$ cat config.mk
export PLATFORM = sky130hd
export DESIGN_NAME = cad_decoder
export DESIGN_NICKNAME = d
export VERILOG_FILES = /design/src/logic/cad_pkg.sv /design/src/logic/cad_decoder.sv
export SDC_FILE = /design/constraint.sdc
export NUM_CORES = 1
export LEC_CHECK = 0
export ABC_AREA = 0
export BUFFER_PORTS_ARGS = -buffer_cell sky130_fd_sc_hd__buf_2
export CORE_MARGIN = 8
export CORE_UTILIZATION = 50
export CTS_CLUSTER_DIAMETER = 150
export DETAILED_ROUTE_END_ITERATION = 8
export GPL_ROUTABILITY_DRIVEN = 0
export HOLD_SLACK_MARGIN = 0.06
export PLACE_DENSITY_LB_ADDON = 0.12
export SLEW_MARGIN = 5
export SYNTH_ARGS = -nofsm -noshare
export SYNTH_HDL_FRONTEND = slang
export SYNTH_SLANG_ARGS = --single-unit
$ cat constraint.sdc
create_clock -name mclk -period 6.5 [get_ports mclk]
set_clock_uncertainty 0.2 [all_clocks]
set_input_delay 0.65 -clock mclk [delete_from_list [all_inputs] [get_ports mclk]]
set_output_delay 0.65 -clock mclk [all_outputs]
set_load 0.01 [all_outputs]
$ cat src/logic/cad_pkg.sv
// shared types, constants and length tables of the addressing decoder
package cad_pkg;

   // the seventeen operand addressing modes, in seven families
   typedef enum logic [4:0] {
      MODE_INHERENT, MODE_IMMEDIATE,
      MODE_DIR_SHORT, MODE_DIR_LONG,
      MODE_IDX_NONE, MODE_IDX_SHORT, MODE_IDX_LONG,
      MODE_IND_SHORT, MODE_IND_LONG,
      MODE_INDIDX_SHORT, MODE_INDIDX_LONG,
      MODE_REL_DIRECT, MODE_REL_INDIRECT,
      MODE_BIT_DIRECT, MODE_BIT_INDIRECT,
      MODE_BITREL_DIRECT, MODE_BITREL_INDIRECT
   } cad_mode_t;

   // operation classes that the decoder itself acts on
   typedef enum logic [1:0] {
      OP_GENERIC, mask_set_op, mask_clear_op, wait_for_interrupt_op
   } cad_op_t;

   // decode request from the opcode decoder
   typedef struct packed {
      cad_mode_t   mode;        // addressing mode of the opcode
      cad_op_t     op;          // operation class
      logic        mem2mem;     // read-modify-write on memory
      logic        second_idx;  // use second index register
      logic [7:0]  idx_x;       // first index register
      logic [7:0]  idx_y;       // second index register
      logic [15:0] pc;          // pc after the last fetched byte
   } cad_req_t;

   // decode result
   typedef struct packed {
      logic [15:0] ea;          // effective operand address
      logic [7:0]  operand;     // immediate operand value
      logic [15:0] target;      // relative branch target
      logic [1:0]  nbytes;      // bytes following the opcode
      logic        imm;         // operand holds a value, not address
      logic        bad;         // long mode on memory-to-memory op
   } cad_res_t;

   localparam logic [7:0]  PAGE0_HI   = 8'h00;
   localparam logic [15:0] ADDR_STEP  = 16'h0001;
   localparam logic [1:0]  MASK_HIGH  = 2'h3;
   localparam logic [1:0]  MASK_LOW   = 2'h0;
   localparam logic [1:0]  MASK_RESET = 2'h3;
   localparam logic [15:0] IDX_SHORT_MAX = 16'h01FE;
   localparam int          BYTE_W     = 8;

   // operand bytes fetched after the opcode
   function automatic logic [1:0] cad_len(cad_mode_t m);
      unique case (m)
         MODE_INHERENT, MODE_IDX_NONE: return 2'h0;
         MODE_DIR_LONG, MODE_IDX_LONG,
         MODE_BITREL_DIRECT, MODE_BITREL_INDIRECT: return 2'h2;
         default: return 2'h1;
      endcase
   endfunction : cad_len

   // pointer bytes read from memory
   function automatic logic [1:0] cad_plen(cad_mode_t m);
      unique case (m)
         MODE_IND_LONG, MODE_INDIDX_LONG: return 2'h2;
         MODE_IND_SHORT, MODE_INDIDX_SHORT, MODE_REL_INDIRECT,
         MODE_BIT_INDIRECT, MODE_BITREL_INDIRECT: return 2'h1;
         default: return 2'h0;
      endcase
   endfunction : cad_plen

   // long submodes, refused on memory-to-memory operations
   function automatic logic cad_long(cad_mode_t m);
      return m inside {MODE_DIR_LONG, MODE_IDX_LONG, MODE_IND_LONG,
                       MODE_INDIDX_LONG};
   endfunction : cad_long

endpackage : cad_pkg

$ cat src/logic/cad_decoder.sv
// operand addressing mode decoder: fetch, pointer read, address forming
//
// What this block does
// - seventeen addressing modes in seven families
// - inherent: one byte, nothing fetched
// - immediate: next byte is the operand value
// - short direct: one address byte, page zero
// - long direct: two address bytes, full space
// - indexed: unsigned index plus instruction offset
// - no-offset indexed: index alone is address
// - short indexed: byte offset plus index
// - long indexed: word offset plus index
// - indirect: next byte points at address
// - short indirect: byte pointer, page zero
// - long indirect: one byte, word pointer
// - indirect indexed: pointer value plus index
// - short indirect indexed: byte pointer plus index
// - short submodes reach page zero, indexed ones up to 01FE
// - memory-to-memory ops only short submodes
// - mask set gives level 3, clear 0
// - relative: pc plus signed byte offset
`timescale 1ns/100ps
module cad_decoder
(
   // clock and reset
   input  wire logic              mclk,
   input  wire logic              rst_n,
   // decode request
   input  wire logic              start,
   input  wire cad_pkg::cad_req_t req,
   // instruction byte stream
   output logic                   fetch_req,
   input  wire logic              fetch_valid,
   input  wire logic [7:0]        fetch_data,
   // pointer reads from data memory
   output logic                   mem_rd,
   output logic [15:0]            mem_addr,
   input  wire logic              mem_valid,
   input  wire logic [7:0]        mem_data,
   // decode result
   output logic                   busy,
   output logic                   done,
   output cad_pkg::cad_res_t      res,
   output logic [1:0]             mask_level
);

   // sequencer states
   typedef enum logic [1:0] {ST_IDLE, ST_FETCH, ST_PTR, ST_CALC}
      cad_st_t;

   // all state of the block
   typedef struct packed {
      cad_st_t           st;         // sequencer state
      cad_pkg::cad_req_t req;        // request held for the decode
      logic [7:0]        b1;         // first byte after opcode
      logic [7:0]        b2;         // second byte after opcode
      logic [1:0]        cnt;        // bytes taken in this phase
      logic [15:0]       pv;         // pointer value, high byte first
      logic              fetch_req;  // asking for a stream byte
      logic              mem_rd;     // pointer read pending
      logic [15:0]       mem_addr;   // pointer read address
      logic              busy;       // decode in progress
      logic              done;       // result strobe
      cad_pkg::cad_res_t res;        // result
      logic [1:0]        mask_level; // interrupt mask level
   } cad_state_t;

   cad_state_t s;       // registered state
   cad_state_t next_s;  // next state
   logic [7:0] idx;     // selected index register
   logic [1:0] len;     // operand bytes of the held mode
   logic [1:0] plen;    // pointer bytes of the held mode

   // index select and mode lengths
   always_comb
   begin
      idx  = s.req.second_idx ? s.req.idx_y : s.req.idx_x;
      len  = cad_pkg::cad_len(s.req.mode);
      plen = cad_pkg::cad_plen(s.req.mode);
   end

   // next-state logic
   always_comb
   begin
      next_s      = s;
      next_s.done = 1'b0;
      unique case (s.st)
         // wait for a request; busy requests are ignored
         ST_IDLE:
         begin
            if (start)
            begin
               next_s.req  = req;
               next_s.b1   = 8'h00;
               next_s.b2   = 8'h00;
               next_s.cnt  = 2'h0;
               next_s.pv   = 16'h0000;
               next_s.busy = 1'b1;
               // mask ops act on the single opcode byte
               if (req.mode == cad_pkg::MODE_INHERENT)
               begin
                  if (req.op == cad_pkg::mask_set_op)
                     next_s.mask_level = cad_pkg::MASK_HIGH;
                  else if (req.op == cad_pkg::mask_clear_op)
                     next_s.mask_level = cad_pkg::MASK_LOW;
               end
               // long submode on memory-to-memory: refuse, fetch nothing
               if (req.mem2mem && cad_pkg::cad_long(req.mode))
                  next_s.st = ST_CALC;
               else if (cad_pkg::cad_len(req.mode) != 2'h0)
               begin
                  next_s.st        = ST_FETCH;
                  next_s.fetch_req = 1'b1;
               end
               else
                  next_s.st = ST_CALC;
            end
         end
         // take operand bytes from the stream, first byte first
         ST_FETCH:
         begin
            if (fetch_valid)
            begin
               if (s.cnt == 2'h0)
                  next_s.b1 = fetch_data;
               else
                  next_s.b2 = fetch_data;
               next_s.cnt = s.cnt + 2'h1;
               if (s.cnt + 2'h1 == len)
               begin
                  next_s.fetch_req = 1'b0;
                  next_s.cnt       = 2'h0;
                  if (plen != 2'h0)
                  begin
                     // pointer address is always the first byte
                     next_s.st       = ST_PTR;
                     next_s.mem_rd   = 1'b1;
                     next_s.mem_addr = {cad_pkg::PAGE0_HI,
                        (s.cnt == 2'h0) ? fetch_data : s.b1};
                  end
                  else
                     next_s.st = ST_CALC;
               end
            end
         end
         // read the pointer, a byte or a high-first word
         ST_PTR:
         begin
            if (mem_valid)
            begin
               next_s.pv  = {s.pv[7:0], mem_data};
               next_s.cnt = s.cnt + 2'h1;
               if (s.cnt + 2'h1 == plen)
               begin
                  next_s.mem_rd = 1'b0;
                  next_s.cnt    = 2'h0;
                  next_s.st     = ST_CALC;
               end
               else
                  next_s.mem_addr = s.mem_addr + cad_pkg::ADDR_STEP;
            end
         end
         // form the result from gathered bytes
         ST_CALC:
         begin
            next_s.st          = ST_IDLE;
            next_s.busy        = 1'b0;
            next_s.done        = 1'b1;
            next_s.res         = '0;
            next_s.res.nbytes  = len;
            next_s.res.bad     = s.req.mem2mem &&
                                 cad_pkg::cad_long(s.req.mode);
            unique case (s.req.mode)
               cad_pkg::MODE_INHERENT: ;
               cad_pkg::MODE_IMMEDIATE:
               begin
                  next_s.res.operand = s.b1;
                  next_s.res.imm     = 1'b1;
               end
               cad_pkg::MODE_DIR_SHORT, cad_pkg::MODE_BIT_DIRECT:
                  next_s.res.ea = {cad_pkg::PAGE0_HI, s.b1};
               cad_pkg::MODE_DIR_LONG:
                  next_s.res.ea = {s.b1, s.b2};
               cad_pkg::MODE_IDX_NONE:
                  next_s.res.ea = {cad_pkg::PAGE0_HI, idx};
               cad_pkg::MODE_IDX_SHORT:
                  next_s.res.ea = {cad_pkg::PAGE0_HI, idx} +
                     {cad_pkg::PAGE0_HI, s.b1};
               cad_pkg::MODE_IDX_LONG:
                  next_s.res.ea = {cad_pkg::PAGE0_HI, idx} +
                     {s.b1, s.b2};
               cad_pkg::MODE_IND_SHORT, cad_pkg::MODE_IND_LONG,
               cad_pkg::MODE_BIT_INDIRECT:
                  next_s.res.ea = s.pv;
               cad_pkg::MODE_INDIDX_SHORT, cad_pkg::MODE_INDIDX_LONG:
                  next_s.res.ea = s.pv +
                     {cad_pkg::PAGE0_HI, idx};
               cad_pkg::MODE_REL_DIRECT:
                  next_s.res.target = s.req.pc +
                     {{cad_pkg::BYTE_W{s.b1[7]}}, s.b1};
               cad_pkg::MODE_REL_INDIRECT:
                  next_s.res.target = s.req.pc +
                     {{cad_pkg::BYTE_W{s.pv[7]}}, s.pv[7:0]};
               cad_pkg::MODE_BITREL_DIRECT:
               begin
                  next_s.res.ea     = {cad_pkg::PAGE0_HI, s.b1};
                  next_s.res.target = s.req.pc +
                     {{cad_pkg::BYTE_W{s.b2[7]}}, s.b2};
               end
               cad_pkg::MODE_BITREL_INDIRECT:
               begin
                  next_s.res.ea     = s.pv;
                  next_s.res.target = s.req.pc +
                     {{cad_pkg::BYTE_W{s.b2[7]}}, s.b2};
               end
               default: ; // illegal mode codes give a zero result except nbytes of 1
            endcase
            // a refused request reports no address, whatever the index
            if (next_s.res.bad)
               next_s.res.ea = 16'h0000;
         end
      endcase
   end

   // state register
   always_ff @(posedge mclk or negedge rst_n)
   begin
      if (!rst_n)
      begin
         s            <= '0;
         s.st         <= ST_IDLE;
         s.mask_level <= cad_pkg::MASK_RESET;
      end
      else
         s <= next_s;
   end

   // outputs straight from the state flops
   assign fetch_req  = s.fetch_req;
   assign mem_rd     = s.mem_rd;
   assign mem_addr   = s.mem_addr;
   assign busy       = s.busy;
   assign done       = s.done;
   assign res        = s.res;
   assign mask_level = s.mask_level;
endmodule : cad_decoder

==> results of run 1 <==
[worst max path at each step]
stage | end | cells past startpoint
floorplan | res[18] | 17
global placement | res[18] | 11
detailed placement | res[18] | 11
CTS | res[18] | 11
global route | res[18] | 11
finish | res[18] | 11
[power by group]
group / switching, uW / total, uW / leakage (uW) / internal [uW]
clock network: 372 / 1110 / 0.000326 / 737
logic: 1600 / 2830 / 0.00256 / 1230
registers: 461 / 1670 / 0.00181 / 1210
total: 2430 / 5610 / 0.00470 / 3170
[routing by layer]
layer  part of all wire [%]  GRT usage, %
met1                     46          27.6
met2                     47          32.8
met3                    5.5          4.51
met4                    1.7          7.10
met5                      0             0
[sequential cells by signal, indices dropped and copies added (netlist names)]
register / cells
mem_addr: 16
busy: 1
mem_rd: 1
res: 44
fetch_req: 1
mask_level: 1
s: 75
done: 1
[per-stage QoR]
| stage | hold WS, ns | cells |
|---|---|---|
| 6_report | 0.236 | 1211 |
| 4_1_cts | 0.217 | 1211 |
| 5_1_grt | 0.227 | 1211 |
| 2_1_floorplan | 0.154 | 926 |
| 3_5_place_dp | 0.268 | 1179 |
| 3_3_place_gp | 0.261 | 1179 |
[layout by cell type (no fill, tap or decap), types with 8 or more instances in the layout]
cell	Yosys	routed
sky130_fd_sc_hd__dfrtp_1	139	139
sky130_fd_sc_hd__buf_2	3	126
sky130_fd_sc_hd__nand2_1	96	95
sky130_fd_sc_hd__mux2_2	53	53
sky130_fd_sc_hd__ha_1	40	40
sky130_fd_sc_hd__a21oi_1	39	39
sky130_fd_sc_hd__o21ai_0	35	35
sky130_fd_sc_hd__nor2_1	33	33
sky130_fd_sc_hd__a22o_1	28	28
sky130_fd_sc_hd__inv_1	26	26
sky130_fd_sc_hd__nand3_1	22	22
sky130_fd_sc_hd__o2bb2ai_1	22	22
sky130_fd_sc_hd__xor2_1	21	21
sky130_fd_sc_hd__xnor2_1	18	18
sky130_fd_sc_hd__nor3_1	17	17
sky130_fd_sc_hd__mux2i_1	17	17
sky130_fd_sc_hd__clkbuf_16	0	17
sky130_fd_sc_hd__nand2b_1	16	16
sky130_fd_sc_hd__a22oi_1	13	13
sky130_fd_sc_hd__a21o_1	12	12
sky130_fd_sc_hd__nand4_1	10	10
sky130_fd_sc_hd__a31oi_1	10	10
sky130_fd_sc_hd__o22ai_1	9	9
sky130_fd_sc_hd__o211ai_1	9	9
sky130_fd_sc_hd__a221oi_1	9	9
sky130_fd_sc_hd__buf_4	63	9
sky130_fd_sc_hd__nor2b_1	8	8
sky130_fd_sc_hd__and3_1	8	8
sky130_fd_sc_hd__o221ai_1	8	8
[kinds of logic after synthesis]
group                      count (synthesis)  synth area share [%]
adders and majority gates                 43                  6.22
xor gates and xnor gates                  39                  3.79
muxes                                     70                  8.51
AOI/OAI and AO/OA                        240                  19.4
buffers and inverters                    138                  8.67
DFF                                      140                  38.9
and+or+nand+nor                          256                  14.6
[cell type report]
cell class	count	area, sq um	share of cell area, %
clock inverter	11	215	2.15
timing repair buffer	137	719	7.18
multi-input combinational	648	4730	47.3
tap	229	287	2.86
sequential	140	3500	35.0
clock buffer	20	457	4.56
inverter	26	97.6	0.975
==> metrics.txt, run 1 <==
Util after Layout 56.1%; required time at the worst-slack endpoint 6.66 ns; Post-Synthesis Net Count 1031; RSZ-0062 raised after global routing no; library cells used by synthesis 75; Starting Density 50.5%; global-route wire length before repair 36900 um; TritonCTS clock tree built; number of buffers created by CTS 17; Register-to-Register Setup Slack 1.80 ns; fill count 1562; Max Transition Viols Final 0; routed via count divided by cell count 5.82; number of flops mapped to enable cells by yosys 0; master cell of the clock root buffer sky130_fd_sc_hd__clkbuf_16; most repeated cell in the gate-level netlist after synthesis sky130_fd_sc_hd__dfrtp_1; Synth Flop Type sky130_fd_sc_hd__dfrtp_1; vias in the first global route 6828; Final min period 4.70 ns; sum of buffers and inverters on the critical path 0; buffers inserted by post-CTS timing repair 0; actual slew at the worst max-slew pin about 1.2 ns; top area cells in the synthesized netlist sky130_fd_sc_hd__dfrtp_1 39%, sky130_fd_sc_hd__mux2_2 6.6%, sky130_fd_sc_hd__ha_1 5.6%; origin of the critical flop-to-flop path s[140]; worst setup path startpoint s[140]; largest delay contributor family on the critical path compound AO/OA/AOI/OAI gates; post-synthesis cell count 926; Core Rows 49; worst min-delay path class in -> reg; setup ws final ~1.8 ns; final instance area 10000 sq um; number of antenna cells inserted 0; clock slew at reported path FFs about 0.060 ns; cell depth of the worst min-delay path 2; largest net degree at the start of global routing 72; count of buffers inserted at the top-level ports 127; share of async-settable or async-resettable flops after synthesis 100%; top cell type's share of synthesized area 38.6%; most numerous cell types in the synthesized netlist 139 x sky130_fd_sc_hd__dfrtp_1, 96 x sky130_fd_sc_hd__nand2_1, 63 x sky130_fd_sc_hd__buf_4; CP max FO 21; source-to-sink clock delay at the later pin of the worst-skew pair 0.43 ns; outcome complete, no violations; PnR Total Power 5610 uW; maximum cell stage delay along the critical path 0.74 ns; final worst path period share 72.2%; Placed Area 9330 sq um; reg2reg end res[18]; register area share after synthesis 38.9%; Mapped Avg Cell Area 9.74 sq um; top achievable clock speed 0.213 GHz; dominant cell type by area after synthesis sky130_fd_sc_hd__dfrtp_1; violation count after the first detailed-route iteration 498; share of final-layout standard cells stronger than drive strength 1 24.1%; aggregate negative setup slack 0 ns; startpoint of the lowest-slack hold path mem_data[1]; area of the mapped netlist 9020 sq um; leakage power summed over all cells 0.00470 uW; Die X-Extent approximately 150 um; I/O pin total 128; Max H-tree Level 4; maximum buffer depth of the clock tree 2; Vias approximately 7000; clock sink total 140; largest voltage drop on the vdd net 0.000261 V; Yosys Warn Count 0; overall die area 22600 sq um; GRT Util Overall 20.8%; placement-stage worst setup slack between 1.5 and 2 ns; kind of critical path reg -> reg; Final HPWL DP 17100 um; Worst slew margin 18.5%; max_cap viols 0; sum of overflow across all layers after global routing 0; crit-path most repeated cell sky130_fd_sc_hd__a21oi_1; number of gates given a new drive strength after cts 0; Core Footprint 17800 sq um; type of origin of the critical path register; Die Span Y ~150 um; Worst R2R Path Depth 11; kind of end point of the critical path register; number of synthesized register bits 140; net count reported at finish 1075; initial antenna violation count 0; crit path max-delay cell type sky130_fd_sc_hd__dfrtp_1; power density of the placed cells between 500 and 600 nW/um^2; area growth from synthesis to layout 11.0%; drt wl/cell roughly 19 um; detailed-routing iteration count for the pre-antenna-repair pass 5; hold buffer count at CTS 1; data arrival time at the worst-slack endpoint 4.86 ns; Final Routed Wirelength 23400 um; series of cell instances along the critical path or3b_2 > o22ai_1 > nor2_1 > a21o_1 > ha_1 > a21oi_1 > o21ai_0 > a221o_1 > a21oi_1 > or4b_2 > nand3_1; Hold Fails Final Rpt 0; count of unresolved DRC violations after routing 0; final setup fails 0; count of antenna-violating nets left after detailed routing 0; end point of the worst hold path s[67]
No activity file was read; power rests on OpenSTA's default activity.
==> inputs of run 2 (changes only) <==
Settings changed: ABC_AREA 0 to 1.
Clock period 6.5 ns to 4.3 ns, I/O delays scaled along.
==> metrics.txt, run 2 <==
kind of critical path reg -> reg; met1 Track Usage GR 32.8%; most frequent standard cell in the layout excluding fill and tap cells sky130_fd_sc_hd__nand2_1; Mapped Avg Cell Area 7.54 sq um; master cell of the clock root buffer sky130_fd_sc_hd__clkbuf_16; area growth from synthesis to layout 14.2%; Max H-tree Level 4; Final HPWL DP 20200 um; clock sink total 140; source-to-sink clock delay at the later pin of the worst-skew pair 0.42 ns; vias in the first global route 8434; top achievable clock speed between 0.2 and 0.3 GHz; leakage power summed over all cells ~0.0056 uW; max_cap viols 0; share of async-settable or async-resettable flops after synthesis 100%; dominant cell type by area after synthesis sky130_fd_sc_hd__dfrtp_1; net switching share of the total power 49.2%; routed via count divided by cell count 5.41; Post-Synthesis Net Count 1362; Final min period 3.58 ns; setup ws final 0.722 ns; GRT Util Overall 23.4%; number of antenna cells inserted 0; register with the most flip-flops s; power density of the placed cells approximately 760 nW/um^2; maximum buffer depth of the clock tree 2; number of synthesized register bits 140; global route hottest layer met2; switching power summed over all nets 4040 uW; count of unresolved DRC violations after routing 0; clock slew at reported path FFs 0.06 ns; Synth Flop Type sky130_fd_sc_hd__dfrtp_1; type of origin of the critical path register; aggregate negative setup slack 0 ns; overall die area 23600 sq um; violation count after the first detailed-route iteration 633; most repeated cell in the gate-level netlist after synthesis sky130_fd_sc_hd__nand2_1; max FFs per register 75; area of the mapped netlist 9470 sq um; Core Rows 50; M3 GR Usage just over 6%; Worst slew margin 34.3%; library cells used by synthesis 54; Vias about 8700; number of flops mapped to enable cells by yosys 0; sum of overflow across all layers after global routing 0; global routing met2 resource utilization 34.6%; largest voltage drop on the vdd net 0.000419 V; I/O pin total 128; final worst path period share 83.2%; Hold Fails Final Rpt 0; Die Span Y 154 um; kind of end point of the critical path register; Max Transition Viols Final 0; clock network fraction of total power around a fifth; Fin Hold WS 0.0597 ns; placement-stage worst setup slack 0.822 ns; RSZ-0062 raised after global routing no; CP max FO 10; PnR Total Power 8200 uW; largest net degree at the start of global routing 90; drt wl/cell 17.1 um; Die X-Extent ~150 um; count of buffers inserted at the top-level ports 127; global-route wire length before repair between 40000 and 50000 um; top area cells in the synthesized netlist sky130_fd_sc_hd__dfrtp_1 37%, sky130_fd_sc_hd__nand2_1 14%, sky130_fd_sc_hd__ha_1 5.3%; share of final-layout standard cells stronger than drive strength 1 19.0%; data arrival time at the worst-slack endpoint 3.69 ns; required time at the worst-slack endpoint 4.41 ns; register area share after synthesis 37.0%; part of the power in registers around 28%; Yosys Warn Count 0; top cell type's share of synthesized area a little under two fifths; initial antenna violation count 0; most numerous cell types in the synthesized netlist 349 x sky130_fd_sc_hd__nand2_1, 139 x sky130_fd_sc_hd__dfrtp_1, 124 x sky130_fd_sc_hd__inv_1; commonest cells after routing, fill and taps aside 349 x sky130_fd_sc_hd__nand2_1, 139 x sky130_fd_sc_hd__dfrtp_1, 126 x sky130_fd_sc_hd__buf_2; detailed-routing iteration count for the pre-antenna-repair pass 5; Final Routed Wirelength 27300 um; count of antenna-violating nets left after detailed routing 0; worst min-delay path class in -> reg; part of the power in combinational logic between 50% and 60%; actual slew at the worst max-slew pin 0.975 ns; TritonCTS clock tree built; post-synthesis cell count 1257; outcome complete, no violations; internal power 4170 uW; Core Footprint 18600 sq um; Starting Density 50.8%; net count reported at finish ~1500; number of buffers created by CTS 17; final setup fails 0
## run 2: path summary, 6_finish.rpt
check / from / end / slack (ns) / cells past startpoint
setup reg to reg: s[138] / res[13] / 0.72 / 18
setup / recovery: s[138] / res[13] / 0.72 / 18
hold reg to reg: fetch_req / fetch_req / 0.27 / 2
hold / removal: req[1] / s[101] / 0.06 / 3
max in group asynchronous: rst_n / mask_level[0] / 2.48 / 3
min in group asynchronous: rst_n / s[122] / 0.45 / 2
## run 2: power groups by stage
| stage | sequential, uW | combinational, uW | clock, uW |
|---|---|---|---|
| final | 2310 | 4370 | 1530 |
| after global routing | 2360 | 4920 | 1610 |
| after CTS | 2300 | 4320 | 1550 |
| after detailed placement | 2310 | 4250 | 0 |
| after global placement | 2310 | 4220 | 0 |
| after floorplan | 2120 | 3470 | 0 |
## run 2: final cells by class
cell class,instances,area [sq um]
fill,1777,7830
timing repair buffer,177,1120
clock buffer,18,439
inverter,136,520
clock inverter,14,168
tap,234,293
multi-input combinational,880,4770
sequential,140,3500
## run 2: metal layers
| metal | up-vias | routed length [um] |
|---|---|---|
| li1 | 4254 | - |
| met1 | 4017 | 12500 |
| met2 | 338 | 12000 |
| met3 | 44 | 2250 |
| met4 | 0 | 562 |
| met5 | - | 0 |
## run 2: worst max-delay path: stages, from the launching register on
cell and delay (ns):
sky130_fd_sc_hd__dfrtp_1 0.52, sky130_fd_sc_hd__nor2_2 0.28, sky130_fd_sc_hd__nand3_2 0.15, sky130_fd_sc_hd__nand2_4 0.17
sky130_fd_sc_hd__inv_2 0.05, sky130_fd_sc_hd__nand2_2 0.12, sky130_fd_sc_hd__inv_1 0.05, sky130_fd_sc_hd__a21oi_1 0.26
sky130_fd_sc_hd__inv_1 0.08, sky130_fd_sc_hd__ha_1 0.27, sky130_fd_sc_hd__nand3_1 0.08, sky130_fd_sc_hd__nand2_1 0.12
sky130_fd_sc_hd__a21oi_1 0.11, sky130_fd_sc_hd__o21ai_0 0.47, sky130_fd_sc_hd__nand3_1 0.18, sky130_fd_sc_hd__nand2_1 0.15
sky130_fd_sc_hd__a21oi_1 0.07, sky130_fd_sc_hd__o21ai_1 0.07, sky130_fd_sc_hd__nand2_1 0.05
## run 2: metrics by stage
step                cell area, sq um  std cells  utilization (%)
global placement                9790       1525             52.5
finish                         10800       1599             58.0
global route                   10800       1599             58.0
floorplan                       9470       1257                -
CTS                            10800       1599             58.0
detailed placement              9790       1525             52.5
## run 2: repair_timing
item	CTS	global route
resized for setup	0	0
setup endpoints to repair	0	0
endpoints found under the hold margin	128	0
setup buffers	0	0
hold buffers	42	0
## run 2: logic make-up (layout without fill, tap and decap cells)
family                     after synthesis  in the layout  synth area share [%]
buffers and inverters                  237            345                  12.6
adders and majority gates               43             43                  5.92
and+or+nand+nor                        568            568                  26.9
AOI/OAI and AO/OA                      250            250                  15.7
xor gates and xnor gates                19             19                  1.76
DFF                                    140            140                  37.0
==> inputs of run 3 (changes only) <==
Clock period 4.3 ns to 3 ns, I/O delays scaled along.
==> metrics.txt, run 3 (synthesized netlist as in run 2, its figures left out) <==
detailed-route wire length on metal 1 12900 um; share of final-layout standard cells stronger than drive strength 1 27.4%; actual slew at the worst max-slew pin 0.613 ns; aggregate negative setup slack -0.0647 ns; Highest Signal Layer met4; maximum buffer depth of the clock tree 2; failing checks setup timing; I/O pin total 128; series of cell instances along the critical path nor2_4 > nand3_4 > buf_4 > nor2_1 > a21oi_2 > o21ai_4 > buf_4 > ha_2 > a21oi_2 > inv_1 > a21oi_4 > inv_1 > a21oi_1 > nand2_2 > xor2_1 > nand2_1 > nand2_1; master cell of the clock root buffer sky130_fd_sc_hd__clkbuf_16; final instance area approximately 12000 sq um; Die Span Y 154 um; kind of critical path reg -> reg; max_cap viols 0; sum of buffers and inverters on the critical path 4; kind of end point of the critical path register; TritonCTS clock tree built; routed via count divided by cell count 5.40; wire length on met3 about 2000 um; most frequent standard cell in the layout excluding fill and tap cells sky130_fd_sc_hd__nand2_1; largest delay contributor family on the critical path compound AO/OA/AOI/OAI gates; vias in the first global route roughly 8800; Final Routed Wirelength 28900 um; top achievable clock speed 0.326 GHz; Max H-tree Level 4; count of buffers inserted at the top-level ports 127; Fin Hold WS between 0.1 and 0.15 ns; length of routed met2 wiring 12900 um; outcome complete, but fails checks; Vias 9200; count of antenna-violating nets left after detailed routing 0; maximum cell stage delay along the critical path 0.45 ns; source-to-sink clock delay at the later pin of the worst-skew pair between 0.4 and 0.5 ns; data arrival time at the worst-slack endpoint 3.19 ns; power density of the placed cells 1100 nW/um^2; area growth from synthesis to layout 25.3%; sum of overflow across all layers after global routing 0; count of unresolved DRC violations after routing 0; placement-stage worst setup slack -0.0988 ns; largest voltage drop on the vdd net 0.000628 V; worst min-delay path class in -> reg; leakage power summed over all cells 0.00614 uW; Core Footprint 18600 sq um; number of antenna cells inserted 0; net count reported at finish 1561; final setup fails 1; Starting Density 50.8%; Final min period about 3.1 ns; Worst slew margin 59.1%; max FFs per register 75; Final HPWL DP 20900 um; initial antenna violation count 0; register with the most flip-flops s; crit path max-delay cell type sky130_fd_sc_hd__dfrtp_2; Core Rows 50; number of buffers created by CTS 17; GRT Util Overall 24.0%; required time at the worst-slack endpoint 3.12 ns; drt wl/cell 17.0 um; final worst path period share 102%; CP max FO 5; Die X-Extent 154 um; largest net degree at the start of global routing 64; Placed Area between 10000 and 15000 sq um; detailed-routing iteration count for the pre-antenna-repair pass 7; setup ws final -0.0647 ns; RSZ-0062 raised after global routing yes; violation count after the first detailed-route iteration just under 700; commonest cells after routing, fill and taps aside 339 x sky130_fd_sc_hd__nand2_1, 137 x sky130_fd_sc_hd__dfrtp_1, 126 x sky130_fd_sc_hd__buf_2; clock slew at reported path FFs around 0.060 ns; Max Transition Viols Final 0; overall die area roughly 24000 sq um; fill count 1652; clock sink total between 100 and 150; type of origin of the critical path register; global-route wire length before repair 45900 um; Hold Fails Final Rpt 0
-- run 3: cell types whose count changed in the layout (fill, tap and decap cells not counted), moves of 10 or more --
cell,change
sky130_fd_sc_hd__dlygate4sd3_1,+17
sky130_fd_sc_hd__o21ai_0,-14
sky130_fd_sc_hd__buf_4,+79
sky130_fd_sc_hd__a21oi_1,-11
sky130_fd_sc_hd__a21oi_2,+10
sky130_fd_sc_hd__nand2_1,-10
-- run 3: worst min-delay path: stages --
cell and delay (ns):
sky130_fd_sc_hd__buf_2 0.08, sky130_fd_sc_hd__ha_1 0.12, sky130_fd_sc_hd__nor3_1 0.06, sky130_fd_sc_hd__a21oi_1 0.14, sky130_fd_sc_hd__a31oi_1 0.05
-- run 3: path summary, 6_finish.rpt --
| kind | startpoint | end | slack, ns | depth (start not counted) |
|---|---|---|---|---|
| hold / removal | req[34] | mask_level[0] | 0.12 | 5 |
| max in group asynchronous | rst_n | res[43] | 1.66 | 3 |
| min in group asynchronous | rst_n | s[130] | 0.18 | 2 |
| setup reg to reg | s[137] | res[18] | -0.06 | 17 |
| hold reg to reg | res[36] | res[36] | 0.27 | 2 |
| setup / recovery | s[137] | res[18] | -0.06 | 17 |
-- run 3: layout make-up --
class | count | area, sq um | area share, %
Multi-Input combinational cell | 882 | 5060 | 42.7
Sequential cell | 140 | 3510 | 29.5
Timing Repair Buffer | 279 | 1960 | 16.5
Inverter | 136 | 523 | 4.41
Clock buffer | 20 | 447 | 3.76
Tap cell | 234 | 293 | 2.47
Clock inverter | 12 | 75.1 | 0.632
-- run 3: power by group --
part           switching, uW  internal [uW]
Clock                    836           1070
Combinational           4950           3030
Sequential               578           2600
-- run 3: layer usage --
metal	GRT usage, %	vias to the layer above
met5	0	-
met4	9.71	0
met3	5.55	67
met2	36.4	355
met1	32.6	4307
li1	-	4471
-- run 3: per-stage QoR --
step                std cells  total power (uW)  util [%]
floorplan                1257              8060         -
global route             1703             14000      63.7
finish                   1703             13100      63.7
global placement         1593             10200      55.5
detailed placement       1593             10200      55.5
CTS                      1686             12300      61.6
-- run 3: what timing repair did --
| item | in CTS | in global routing |
|---|---|---|
| resized for setup | 4 | 77 |
| gates cloned | 0 | 3 |
| pin swaps | 2 | 38 |
| setup buffers | 2 | 14 |
| setup endpoints to repair | 7 | 24 |
| hold buffers | 59 | 0 |
| hold endpoints to repair | 107 | 0 |
